[config.mk]
export PLATFORM = sky130hd
export DESIGN_NAME = acao_ctrl
export DESIGN_NICKNAME = d
export VERILOG_FILES = /design/src/include/acao_pkg.sv /design/src/include/acao_alarm_if.sv /design/src/core/acao_threshold_alarm.sv /design/src/core/acao_ctrl.sv
export SDC_FILE = /design/constraint.sdc
export NUM_CORES = 1
export LEC_CHECK = 0
export BUFFER_PORTS_ARGS = -buffer_cell sky130_fd_sc_hd__buf_2
export CORE_UTILIZATION = 45
export CTS_BUF_LIST = sky130_fd_sc_hd__clkbuf_8 sky130_fd_sc_hd__clkbuf_16
export DETAILED_ROUTE_END_ITERATION = 10
export HOLD_SLACK_MARGIN = 0.12
export SYNTH_ARGS = -nofsm -noshare
export SYNTH_HDL_FRONTEND = slang
export SYNTH_SLANG_ARGS = --single-unit
[constraint.sdc]
create_clock -name i_clk -period 2.65 [get_ports i_clk]
set_input_delay 0 -clock i_clk [delete_from_list [all_inputs] [get_ports i_clk]]
set_output_delay 0 -clock i_clk [all_outputs]
set_load 0.02 [all_outputs]
[src/include/acao_pkg.sv]
// package: constants and types for the analyzer calibration, alarm and output control
package acao_pkg;

    // ********************************
    // converter scaling
    // ********************************
    localparam int unsigned DAC_W       = 12;
    localparam logic [11:0] DAC_FULL    = 12'hfff;
    // current loop: 0..20 mA across full code, 4 mA live zero
    localparam logic [11:0] DAC_4MA     = 12'h333;
    localparam logic [11:0] DAC_8MA     = 12'h666;
    localparam logic [11:0] DAC_12MA    = 12'h999;
    localparam logic [11:0] DAC_16MA    = 12'hccc;
    localparam logic [11:0] DAC_20MA    = 12'hfff;
    localparam logic [11:0] DAC_SPAN_MA = 12'hccc;
    // voltage: 0..1 V across full code
    localparam logic [11:0] DAC_025V    = 12'h400;
    localparam logic [11:0] DAC_050V    = 12'h800;
    localparam logic [11:0] DAC_075V    = 12'hc00;
    localparam logic [11:0] DAC_100V    = 12'hfff;

    // ********************************
    // calibration timing
    // ********************************
    localparam int unsigned CAL_TIME_US = 1000;
    localparam int unsigned CLK_MHZ     = 125;
    localparam int unsigned CAL_CYCLES  = CAL_TIME_US * CLK_MHZ;

    // ********************************
    // types
    // ********************************
    typedef enum logic [1:0] {
        ACAO_RNG_LOW,
        ACAO_RNG_MED,
        ACAO_RNG_HIGH,
        ACAO_RNG_AIRCAL
    } acao_range_t;

    typedef enum logic [1:0] {
        ACAO_VLV_SAMPLE,
        ACAO_VLV_ZERO,
        ACAO_VLV_SPAN
    } acao_valve_t;

endpackage

[src/include/acao_alarm_if.sv]
// interface: one threshold alarm's configuration, measurement and relay drive
`timescale 1ns/100ps
`default_nettype none
interface acao_alarm_if;
    logic        enable;
    logic        high_mode;
    logic        failsafe;
    logic        latching;
    logic        ack;
    logic [11:0] threshold;
    logic [11:0] level;
    logic        sample;
    logic        tripped;
    logic        relay;

    modport ctrl (
        output enable, high_mode, failsafe, latching, ack, threshold, level, sample,
        input  tripped, relay
    );
    modport alarm (
        input  enable, high_mode, failsafe, latching, ack, threshold, level, sample,
        output tripped, relay
    );
endinterface
`default_nettype wire

[src/core/acao_threshold_alarm.sv]
// threshold alarm: compare, latch and relay polarity for one channel
`timescale 1ns/100ps
`default_nettype none
module acao_threshold_alarm
    import acao_pkg::*;
(
    // clock and reset
    input  wire logic   i_clk,
    input  wire logic   i_sys_rst,
    // channel
    acao_alarm_if.alarm al
);
    logic trip_ff;
    logic nxt_trip;
    logic relay_ff;
    logic nxt_relay;
    logic cond;

    always_comb begin
        cond = al.high_mode ? (al.level > al.threshold)
                            : (al.level < al.threshold);
        nxt_trip = trip_ff;
        if (!al.enable) begin
            nxt_trip = 1'b0;
        end else if (al.sample) begin
            if (cond) begin
                nxt_trip = 1'b1;
            end else if (!al.latching || al.ack) begin
                nxt_trip = 1'b0;
            end
        end else if (al.ack && !cond) begin
            nxt_trip = 1'b0;
        end
        // failsafe coil is energised while healthy, dropping out on alarm
        nxt_relay = al.failsafe ? !nxt_trip : nxt_trip;
    end

    always_ff @(posedge i_clk or posedge i_sys_rst) begin
        if (i_sys_rst) begin
            trip_ff  <= 1'b0;
            relay_ff <= 1'b0;
        end else begin
            trip_ff  <= nxt_trip;
            relay_ff <= nxt_relay;
        end
    end

    assign al.tripped = trip_ff;
    assign al.relay   = relay_ff;
endmodule
`default_nettype wire

[src/core/acao_ctrl.sv]
// top: analog outputs, alarms and remote calibration handshake
`timescale 1ns/100ps
`default_nettype none
module acao_ctrl
    import acao_pkg::*;
#(
    parameter int unsigned CAL_LEN = CAL_CYCLES
)(
    // clock and reset
    input  wire logic              i_clk,
    input  wire logic              i_sys_rst,
    // measurement
    input  wire logic [DAC_W-1:0]  i_conc,
    input  wire logic              i_conc_valid,
    input  wire logic [1:0]        i_range,
    // threshold alarm configuration
    input  wire logic [1:0]        i_al_enable,
    input  wire logic [1:0]        i_al_high,
    input  wire logic [1:0]        i_al_failsafe,
    input  wire logic [1:0]        i_al_latching,
    input  wire logic [1:0]        i_al_ack,
    input  wire logic [DAC_W-1:0]  i_al1_threshold,
    input  wire logic [DAC_W-1:0]  i_al2_threshold,
    // system health, from pins
    input  wire logic              i_supply_fault,
    input  wire logic              i_selftest_fail,
    // remote calibration inputs, from pins
    input  wire logic              i_remote_zero,
    input  wire logic              i_remote_span,
    input  wire logic              i_cal_done,
    input  wire logic              i_valve_option,
    // converter codes
    output logic [DAC_W-1:0]       o_volt_conc,
    output logic [DAC_W-1:0]       o_curr_conc,
    output logic [DAC_W-1:0]       o_volt_range_id,
    output logic [DAC_W-1:0]       o_curr_range_id,
    // relays and status
    output logic [1:0]             o_al_relay,
    output logic [1:0]             o_al_tripped,
    output logic                   o_sys_alarm_relay,
    output logic                   o_cal_contact,
    output logic                   o_zeroing,
    output logic                   o_spanning,
    // internal valves
    output logic                   o_valve_sample,
    output logic                   o_valve_zero,
    output logic                   o_valve_span
);
    // ********************************
    // pin synchronisers
    // ********************************
    logic [4:0] meta_ff;
    logic [4:0] sync_ff;
    always_ff @(posedge i_clk or posedge i_sys_rst) begin
        if (i_sys_rst) begin
            meta_ff <= 5'h00;
            sync_ff <= 5'h00;
        end else begin
            meta_ff <= {i_supply_fault, i_selftest_fail, i_remote_zero, i_remote_span,
                        i_cal_done};
            sync_ff <= meta_ff;
        end
    end
    logic s_supply;
    logic s_selftest;
    logic s_zero;
    logic s_span;
    logic s_done;
    assign s_supply   = sync_ff[4];
    assign s_selftest = sync_ff[3];
    assign s_zero     = sync_ff[2];
    assign s_span     = sync_ff[1];
    assign s_done     = sync_ff[0];

    // ********************************
    // analog output codes
    // ********************************
    logic [DAC_W-1:0] volt_ff;
    logic [DAC_W-1:0] curr_ff;
    logic [DAC_W-1:0] vid_ff;
    logic [DAC_W-1:0] cid_ff;
    logic [DAC_W-1:0] nxt_volt;
    logic [DAC_W-1:0] nxt_curr;
    logic [DAC_W-1:0] nxt_vid;
    logic [DAC_W-1:0] nxt_cid;
    logic [23:0]      scaled;

    always_comb begin
        nxt_volt = volt_ff;
        nxt_curr = curr_ff;
        // code = 4 mA + conc * 16 mA / full scale
        scaled   = 24'(i_conc) * 24'(DAC_SPAN_MA);
        if (i_conc_valid) begin
            nxt_volt = i_conc;
            nxt_curr = DAC_4MA + DAC_W'(scaled / 24'(DAC_FULL));
        end
        unique case (acao_range_t'(i_range))
            ACAO_RNG_LOW: begin
                nxt_vid = DAC_025V;
                nxt_cid = DAC_8MA;
            end
            ACAO_RNG_MED: begin
                nxt_vid = DAC_050V;
                nxt_cid = DAC_12MA;
            end
            ACAO_RNG_HIGH: begin
                nxt_vid = DAC_075V;
                nxt_cid = DAC_16MA;
            end
            ACAO_RNG_AIRCAL: begin
                nxt_vid = DAC_100V;
                nxt_cid = DAC_20MA;
            end
        endcase
    end

    always_ff @(posedge i_clk or posedge i_sys_rst) begin
        if (i_sys_rst) begin
            volt_ff <= 12'h000;
            curr_ff <= DAC_4MA;
            vid_ff  <= DAC_025V;
            cid_ff  <= DAC_8MA;
        end else begin
            volt_ff <= nxt_volt;
            curr_ff <= nxt_curr;
            vid_ff  <= nxt_vid;
            cid_ff  <= nxt_cid;
        end
    end
    assign o_volt_conc     = volt_ff;
    assign o_curr_conc     = curr_ff;
    assign o_volt_range_id = vid_ff;
    assign o_curr_range_id = cid_ff;

    // ********************************
    // threshold alarms
    // ********************************
    acao_alarm_if al_if[2] ();
    logic [1:0] al_relay;
    logic [1:0] al_trip;
    for (genvar g = 0; g < 2; g++) begin : g_al
        assign al_if[g].enable    = i_al_enable[g];
        assign al_if[g].high_mode = i_al_high[g];
        assign al_if[g].failsafe  = i_al_failsafe[g];
        assign al_if[g].latching  = i_al_latching[g];
        assign al_if[g].ack       = i_al_ack[g];
        assign al_if[g].threshold = (g == 0) ? i_al1_threshold : i_al2_threshold;
        assign al_if[g].level     = i_conc;
        assign al_if[g].sample    = i_conc_valid;
        assign al_relay[g]        = al_if[g].relay;
        assign al_trip[g]         = al_if[g].tripped;
        acao_threshold_alarm u_al (
            .i_clk     (i_clk),
            .i_sys_rst (i_sys_rst),
            .al        (al_if[g])
        );
    end
    assign o_al_relay   = al_relay;
    assign o_al_tripped = al_trip;

    // ********************************
    // system alarm
    // ********************************
    // only the power-on reset clears it: no software path exists
    logic sys_ff;
    logic nxt_sys;
    always_comb begin
        nxt_sys = sys_ff | s_supply | s_selftest;
    end
    always_ff @(posedge i_clk or posedge i_sys_rst) begin
        if (i_sys_rst) begin
            sys_ff <= 1'b0;
        end else begin
            sys_ff <= nxt_sys;
        end
    end
    // failsafe: coil energised while healthy
    logic sys_relay_ff;
    always_ff @(posedge i_clk or posedge i_sys_rst) begin
        if (i_sys_rst) begin
            sys_relay_ff <= 1'b0;
        end else begin
            sys_relay_ff <= !nxt_sys;
        end
    end
    assign o_sys_alarm_relay = sys_relay_ff;

    // ********************************
    // remote calibration sequencer
    // ********************************
    typedef enum logic [1:0] {
        ACAO_ST_ANALYSE,
        ACAO_ST_ZERO,
        ACAO_ST_SPAN
    } acao_state_t;

    acao_state_t st_ff;
    acao_state_t nxt_st;
    logic [31:0] cnt_ff;
    logic [31:0] nxt_cnt;
    logic        done_q_ff;
    logic        finish;

    // done comes from the measuring side, or from the fallback timer;
    // only its rising edge counts, so a done level left over from the
    // last run cannot cut a restarted calibration short
    assign finish = (s_done && !done_q_ff) || (cnt_ff >= CAL_LEN - 1);

    always_comb begin
        nxt_st  = st_ff;
        nxt_cnt = 32'h0;
        unique case (st_ff)
            ACAO_ST_ANALYSE: begin
                // zero wins if both are asserted together
                if (s_zero) begin
                    nxt_st = ACAO_ST_ZERO;
                end else if (s_span) begin
                    nxt_st = ACAO_ST_SPAN;
                end
            end
            ACAO_ST_ZERO: begin
                nxt_cnt = cnt_ff + 32'h1;
                if (finish) begin
                    nxt_cnt = 32'h0;
                    nxt_st  = ACAO_ST_ANALYSE;
                end
            end
            ACAO_ST_SPAN: begin
                nxt_cnt = cnt_ff + 32'h1;
                if (finish) begin
                    nxt_cnt = 32'h0;
                    nxt_st  = ACAO_ST_ANALYSE;
                end
            end
        endcase
    end

    always_ff @(posedge i_clk or posedge i_sys_rst) begin
        if (i_sys_rst) begin
            st_ff     <= ACAO_ST_ANALYSE;
            cnt_ff    <= 32'h0;
            done_q_ff <= 1'b0;
        end else begin
            st_ff     <= nxt_st;
            cnt_ff    <= nxt_cnt;
            done_q_ff <= s_done;
        end
    end

    // a held request restarts after one analysing cycle, reclosing contact
    logic cal_ff;
    logic zero_ff;
    logic span_ff;
    logic [2:0] vlv_ff;
    logic [2:0] nxt_vlv;
    always_comb begin
        nxt_vlv = 3'b100;                                        // sample flowing
        if (i_valve_option) begin
            unique case (nxt_st)
                ACAO_ST_ANALYSE: nxt_vlv = 3'b100;
                ACAO_ST_ZERO:    nxt_vlv = 3'b010;
                ACAO_ST_SPAN:    nxt_vlv = 3'b001;
            endcase
        end else begin
            nxt_vlv = 3'b000;
        end
    end
    always_ff @(posedge i_clk or posedge i_sys_rst) begin
        if (i_sys_rst) begin
            cal_ff  <= 1'b0;
            zero_ff <= 1'b0;
            span_ff <= 1'b0;
            vlv_ff  <= 3'b000;
        end else begin
            cal_ff  <= (nxt_st != ACAO_ST_ANALYSE);
            zero_ff <= (nxt_st == ACAO_ST_ZERO);
            span_ff <= (nxt_st == ACAO_ST_SPAN);
            vlv_ff  <= nxt_vlv;
        end
    end
    assign o_cal_contact  = cal_ff;
    assign o_zeroing      = zero_ff;
    assign o_spanning     = span_ff;
    assign o_valve_sample = vlv_ff[2];
    assign o_valve_zero   = vlv_ff[1];
    assign o_valve_span   = vlv_ff[0];
endmodule
`default_nettype wire

==> impl_metrics.py, run 1 <==
metrics = {
    "run_status": {
        "outcome": "finished, violations left",
        "violations": "negative setup slack",
    },
    "global_route": {
        "grt_usage_pct": 29.8,
        "grt_first_pass_wirelength_um": 64000,
        "grtUsageMet1_pct": 39.7,
        "antenna_found_initial": 0,
        "use_met2_pct": 51.9,
        "grt_pass1_vias": 13100,
        "gr-total-overflow": 0,
        "grt_max_degree": 56,
        "grt.busiest_layer": "met2",
        "grtUsageMet3_pct": 3.08,
    },
    "floorplan": {
        "dieArea_um2": 26500,
        "rows": 58,
        "die_w_um": 163,
        "start_util_pct": 46.0,
        "coreArea_um2": 25300,
        "io_pins": 116,
        "die_h_um": 163,
    },
    "sta": {
        "slew_violations": 0,
        "finalCriticalPeriod_ns": 12.94,
        "tightest_slew_ns": 0.920,
        "finClkSkew_ns": 0.00560,
        "slew_headroom_pct": 38.6,
        "hold_ws_ns": 0.120,
        "max_clock_freq_ghz": 0.0773,
        "hold_violations": 0,
        "period_share_pct": 488,
        "rsz0062_at_grt": "yes",
        "setup_ws_ns": -10.29,
        "setup_viol": 12,
    },
    "worst_setup_path": {
        "cp_data_required_time_ns": 2.86,
        "critPathLaunchType": "input port",
        "rr_worst_depth": 9,
        "path_common_cell": "buf_4",
        "slowest_stage": "or4_4",
        "cp_slowest_stage_delay_ns": 0.58,
        "critPathKind": "in2reg",
        "end_kind": "flop",
        "crit_arrival_ns": 13.15,
        "path_max_fanout": 6,
    },
    "logic_synthesis": {
        "avgSynthCellArea_um2": 8.56,
        "synth-seq-cells": 86,
        "synth_ff_type": "dfrtp_1",
        "async_flop_share_pct": 100,
        "yosysWarnings": 0,
        "ys_top_cells_by_area": "dfrtp_1, ha_1, fa_1",
        "syn_inst": 1359,
        "synth_top_area_cell": "dfrtp_1",
        "ys_types": 124,
        "ys_seq_area_share_pct": 18.6,
        "syn-cell-area_um2": 11600,
        "synth-edff-count": 0,
        "synth_top_area_share_pct": 16.8,
    },
    "flow_run": {
        "max_cap_violations": 0,
    },
    "cells_and_area": {
        "layout.nets": 2240,
        "final-instance-count-excl-fill": 2379,
        "syn_to_final_growth_pct": 59.0,
        "seq_area_um2": 2160,
        "fill_cells": 1911,
        "diodes": 0,
        "drive_above_1_share_pct": 48.5,
        "multi_input_area_um2": 9940,
    },
    "placement": {
        "place_inst": 2258,
        "io_buffers": 115,
        "dpl.hpwl_um": 31800,
        "place_congestion": 0.934,
    },
    "min_path": {
        "hp-class": "in2reg",
        "whs_path_depth": 5,
    },
    "routing": {
        "drt_pass1_iterations": 5,
        "post_drt_wl_per_cell_um": 16.9,
        "ant_nets": 0,
        "dr.first_iter.drc_count": 811,
        "routed_wl_um": 40200,
        "route.detailed.drc": 0,
        "via_count": 13200,
        "vias_per_cell": 5.57,
    },
    "clocking": {
        "clockBufferDepth": 2,
        "clock_latency_ns": 0.33,
        "numCtsBuffers": 9,
        "cts_tree": "built",
        "root_buffer": "clkbuf_16",
        "path_clk_slew_ns": 0.06,
        "htreeDepth": 3,
        "clock-sinks": 86,
    },
}
## worst paths after layout
check                                        end         from  slack, ns
max in group asynchronous    o_curr_range_id[10]    i_sys_rst       1.49
min                        g_al[0].u_al.al.relay  i_al_ack[0]       0.12
min reg2reg                           sync_ff[1]   meta_ff[1]       0.35
max                               o_curr_conc[6]    i_conc[0]     -10.29
min in group asynchronous  g_al[1].u_al.al.relay    i_sys_rst       0.40
max reg2reg                            vlv_ff[2]    cnt_ff[0]       0.23
## registers in the layout, indices dropped and copies added (netlist names), 2 cells and up
register	count
o_volt_conc	12
st_ff	2
g_al.u_al.al.tripped	2
o_curr_range_id	4
g_al.u_al.al.relay	2
sync_ff	5
meta_ff	5
cnt_ff	32
o_curr_conc	12
vlv_ff	3
## metal layers
layer	up-vias	routed length (um)	part of all wire [%]
li1	6454	-	-
met1	6393	18000	45
met2	339	19800	49
met3	56	1690	4.2
met4	0	658	1.6
met5	-	0	0
## cell families after synthesis
logic type      Yosys count  synth area share, %
buf+inv                 162                 6.73
flops                    86                 18.6
xor+xnor                 67                 5.53
simple gates            469                 22.4
compound gates          402                 26.8
mux                      32                 3.12
other cells               1               0.0323
fa+ha+maj               140                 16.7
## per-stage QoR
stage | util, % | TNS, ns | setup slack [ns] | instance area, um2
2_1_floorplan | - | -122.76 | -10.61 | 12100
3_5_place_dp | 65.4 | -129.54 | -11.05 | 16500
3_3_place_gp | 65.4 | -128.91 | -10.99 | 16500
5_1_grt | 73.2 | -127.09 | -10.80 | 18500
6_report | 73.2 | -121.02 | -10.29 | 18500
4_1_cts | 71.2 | -119.30 | -10.16 | 18000
## synth_stat cells, types with 7 or more instances
cell / count
a211oi_1: 18
a211oi_2: 7
a21o_1: 19
a21oi_1: 80
a21oi_2: 7
a311oi_1: 7
a31oi_1: 20
and2_1: 21
and3_1: 18
and4_1: 8
buf_2: 8
buf_4: 33
clkbuf_1: 9
dfrtp_1: 78
dfstp_2: 8
fa_1: 26
ha_1: 113
inv_1: 102
mux2_2: 21
mux2i_1: 9
nand2_1: 90
nand2b_1: 13
nand3_1: 52
nand4_1: 27
nor2_1: 98
nor2b_1: 13
nor3_1: 36
nor3_2: 7
nor4_1: 12
o2111ai_1: 8
o211ai_1: 17
o21a_1: 9
o21ai_0: 51
o21ai_1: 10
o21ai_2: 7
o22ai_1: 12
o31ai_1: 15
or2_2: 13
or3_1: 13
xnor2_1: 43
xor2_1: 18
## final cells by class
| cell class | count | area share, % |
|---|---|---|
| clock buffers | 10 | 1.29 |
| inverters | 103 | 2.15 |
| clock inverters | 6 | 0.237 |
| well taps | 330 | 2.23 |
| flip-flops and latches | 86 | 11.7 |
| multi-input cells | 1125 | 53.7 |
| repair buffers | 719 | 28.6 |
## placed cells by master (no fill, tap or decap), types with 11 or more instances in the layout
master and instances:
nand2_1 85, o31ai_1 13, dfrtp_1 78, inv_1 97, fa_1 26, nand4_1 27, ha_4 15, nor3_1 27
nand3_1 42, and3_1 12, ha_1 97, buf_4 567, a21o_1 19, conb_1 15, buf_6 13, nor2b_1 13
a31oi_1 17, o211ai_1 17, o21ai_2 13, nand2b_1 11, and2_1 18, a21oi_1 66, dlygate4sd3_1 24, a21oi_2 13
buf_2 110, nor3_4 13, o21ai_0 43, mux2_2 20, nor2_1 91, xnor2_1 36, a211oi_1 13, xor2_1 16
## timing repair
item	4_1_cts	5_1_grt
pin swaps	76	41
resized for setup	103	61
hold buffers	24	0
hold endpoints to repair	78	0
setup buffers	56	25
endpoints found under the setup margin	12	13
## critical path: cells and delay by family
family,cells,cell delay (ns)
AOI/OAI and AO/OA,17,3.21
xor gates and xnor gates,2,0.33
adders and majority gates,8,2.74
buffers and inverters,12,1.34
muxes,1,0.36
and+or+nand+nor,17,5.19
Power of run 1 is left out: the tool's default activity adds up to more than one toggle a clock period on the data nets, which glitch-free logic cannot reach.
==> inputs of run 2 (changes only) <==
CORE_UTILIZATION = 60   (was 45)
PLACE_DENSITY = 0.81   (was default)
==> run 2 against run 1 <==
The run now fails in 5_1_grt; area after synthesis is the same; synthesized cell count is the same.
==> impl_metrics.py, run 2 <==
metrics = {
    "logic_synthesis": {
        "async_flop_share_pct": 100,
        "ys_types": 124,
        "synth_ff_type": "dfrtp_1",
        "ys_seq_area_share_pct": 18.6,
        "synth_top_area_cell": "dfrtp_1",
        "synth-seq-cells": 86,
        "synth_top_area_share_pct": 16.8,
        "syn-cell-area_um2": 11600,
        "yosysMostFrequentCell": "ha_1",
        "netlist_top_cells_count": "ha_1, inv_1, nor2_1",
        "synth-edff-count": 0,
        "avgSynthCellArea_um2": 8.56,
        "ys_top_cells_by_area": "dfrtp_1, ha_1, fa_1",
        "syn_inst": 1359,
        "yosysWarnings": 0,
    },
    "placement": {
        "dp_slack_ns": -11.20,
        "place_inst": 2170,
        "dpl.hpwl_um": 37200,
        "io_buffers": 115,
        "place_congestion": 0.975,
        "placed_area_um2": 16300,
    },
    "global_route": {
        "grt_pass1_vias": 21600,
        "grt_usage_pct": 90.5,
        "gr-total-overflow": 485,
        "grt_max_degree": 38,
        "grt_first_pass_wirelength_um": 140000,
    },
    "clocking": {
        "clockBufferDepth": 2,
        "clock-sinks": 86,
        "numCtsBuffers": 9,
        "root_buffer": "clkbuf_16",
        "htreeDepth": 3,
    },
    "floorplan": {
        "die_h_um": 141,
        "rows": 50,
        "die_w_um": 141,
        "io_pins": 116,
        "start_util_pct": 61.7,
    },
    "run_status": {
        "first-error": "[ERROR GRT-0116] Global routing finished with congestion. Check the congestion regions in the DRC Viewer.",
        "outcome": "aborted with a tool error",
        "stop_stage": "5_1_grt",
    },
}
run 2: cell counts after synthesis:
Identical to the previous run, type by type.
run 2: repair_timing:
action,CTS
hold endpoints to repair,45
pin swaps,84
setup endpoints to repair,17
buffers inserted,55
hold buffers,21
gates resized for setup,132
run 2: logic make-up after synthesis:
logic type | synth area share (%)
buffers and inverters | 6.73
other | 0.0323
multiplexers | 3.12
AO/OA/AOI/OAI | 26.8
flip-flops | 18.6
AND/OR/NAND/NOR | 22.4
XOR/XNOR | 5.53
adder cells (fa/ha/maj) | 16.7
run 2: metrics by stage:
| step | TNS (ns) | utilization, % |
|---|---|---|
| 2_1_floorplan | -122.76 | - |
| 3_3_place_gp | -126.76 | 86.5 |
| 3_5_place_dp | -131.49 | 86.5 |
| 4_1_cts | -121.69 | 94.9 |
run 2: layer usage:
layer / GRT overflow / GRT usage, %
met1: 10 / 87.0
met2: 282 / 105
met3: 17 / 79.1
met4: 175 / 97.9
met5: 1 / 46.4
==> inputs of run 3 (changes only) <==
CORE_UTILIZATION = 40   (was 60)
CTS_BUF_LIST = default   (was sky130_fd_sc_hd__clkbuf_8 sky130_fd_sc_hd__clkbuf_16)
HOLD_SLACK_MARGIN = default   (was 0.12)
PLACE_DENSITY = default   (was 0.81)
PLACE_DENSITY_LB_ADDON = 0.15   (was default)
==> run 3 against run 2 <==
The flow now finishes, with violations (negative setup slack).
==> impl_metrics.py, run 3 (synthesis gave the netlist of run 1 again) <==
metrics = {
    "floorplan": {
        "coreArea_um2": 28600,
        "die_h_um": 172,
        "dieArea_um2": 29800,
        "rows": 62,
        "io_pins": 116,
        "start_util_pct": 40.6,
        "die_w_um": 172,
    },
    "sta": {
        "finalCriticalPeriod_ns": 13.09,
        "setup_viol": 12,
        "hold_ws_ns": 0.0143,
        "slew_violations": 0,
        "tightest_slew_ns": 0.694,
        "setup_ws_ns": -10.44,
        "period_share_pct": 494,
        "rsz0062_at_grt": "yes",
        "finClkSkew_ns": 0.00379,
        "slew_headroom_pct": 53.7,
        "max_clock_freq_ghz": 0.0764,
        "hold_violations": 0,
    },
    "clocking": {
        "clockBufferDepth": 2,
        "path_clk_slew_ns": 0.06,
        "cts_tree": "built",
        "htreeDepth": 3,
        "numCtsBuffers": 9,
        "root_buffer": "clkbuf_16",
        "clock-sinks": 86,
        "clock_latency_ns": 0.34,
    },
    "global_route": {
        "antenna_found_initial": 3,
        "grt_usage_pct": 25.9,
        "gr-total-overflow": 0,
        "grt_pass1_vias": 12700,
        "grt_max_degree": 51,
        "grt_first_pass_wirelength_um": 61800,
    },
    "worst_setup_path": {
        "end_kind": "flop",
        "path_common_cell": "ha_4",
        "cp_slowest_stage_delay_ns": 0.53,
        "crit_arrival_ns": 13.30,
        "cp.buffers_inverters": 6,
        "cp_data_required_time_ns": 2.86,
        "path_max_fanout": 6,
        "critPathKind": "in2reg",
        "slowest_stage": "or4_4",
        "critPathLaunchType": "input port",
        "crit_family": "simple AND/OR/NAND/NOR gates",
    },
    "placement": {
        "io_buffers": 115,
        "place_congestion": 0.929,
        "dp_slack_ns": -11.15,
        "dpl.hpwl_um": 31800,
        "placed_area_um2": 16600,
    },
    "routing": {
        "route.detailed.drc": 0,
        "drt_pass1_iterations": 5,
        "via_count": 12900,
        "post_drt_wl_per_cell_um": 16.2,
        "routed_wl_um": 39000,
        "vias_per_cell": 5.36,
        "ant_nets": 0,
        "dr.first_iter.drc_count": 703,
    },
    "run_status": {
        "violations": "negative setup slack",
        "outcome": "finished, violations left",
    },
    "cells_and_area": {
        "largest_reg_flops": 32,
        "fill_cells": 2448,
        "stdcell_area_um2": 18300,
        "multi_input_area_um2": 9810,
        "syn_to_final_growth_pct": 57.0,
        "mostFrequentLayoutCells": "buf_4, buf_2, ha_1",
        "drive_above_1_share_pct": 48.1,
        "seq_area_um2": 2160,
        "layout.nets": 2218,
        "largest_register": "cnt_ff",
        "layout.cells.most_common": "buf_4",
    },
    "flow_run": {
        "max_cap_violations": 0,
    },
    "min_path": {
        "hp-class": "in2reg",
    },
}
==> run 3: per-layer routing <==
metal / part of all wire [%] / GRT usage (%) / vias to the layer above
li1: - / - / 6381
met1: 45 / 33.9 / 6205
met2: 49 / 44.7 / 263
met3: 3.6 / 3.20 / 75
met4: 2.3 / 6.96 / 4
met5: 0.064 / 0 / -
==> run 3: final cells by class <==
| cell class | instances | share of cell area (%) |
|---|---|---|
| antenna | 1 | 0.0137 |
| clock buffer | 9 | 1.23 |
| clock inverter | 7 | 0.439 |
| inverter | 103 | 2.15 |
| multi-input combinational | 1125 | 53.7 |
| sequential | 86 | 11.8 |
| tap | 384 | 2.63 |
| timing repair buffer | 697 | 27.9 |
==> run 3: path summary, 6_finish.rpt <==
kind	start	end	slack [ns]	cells after the start
hold / removal	i_al_ack[1]	g_al[1].u_al.al.tripped	0.01	4
hold reg to reg	meta_ff[3]	sync_ff[3]	0.35	0
setup reg to reg	cnt_ff[0]	vlv_ff[2]	0.17	9
max in group asynchronous	i_sys_rst	o_curr_range_id[9]	1.60	4
min in group asynchronous	i_sys_rst	o_curr_conc[3]	0.32	3
setup / recovery	i_conc[1]	o_curr_conc[10]	-10.44	55
==> run 3: tightest hold or removal path: stages <==
cell and delay, ns:
buf_2 0.08, a21oi_1 0.03, o21ai_0 0.13, nor2_1 0.06
==> run 3: per-stage QoR <==
stage | instances | util [%] | setup TNS (ns)
6_report | 2412 | 63.8 | -122.13
5_1_grt | 2411 | 63.8 | -126.27
4_1_cts | 2396 | 62.5 | -120.82
3_5_place_dp | 2320 | 58.2 | -130.34
3_3_place_gp | 2320 | 58.2 | -127.63
2_1_floorplan | 1373 | - | -122.76
==> run 3: what timing repair did <==
action | in CTS | in global routing
pin swaps | 71 | 58
resized for setup | 94 | 53
setup endpoints to repair | 12 | 13
endpoints found under the hold margin | 44 | 0
buffers inserted | 45 | 18
hold buffers | 15 | 0
Power of run 3 is left out for the same reason.
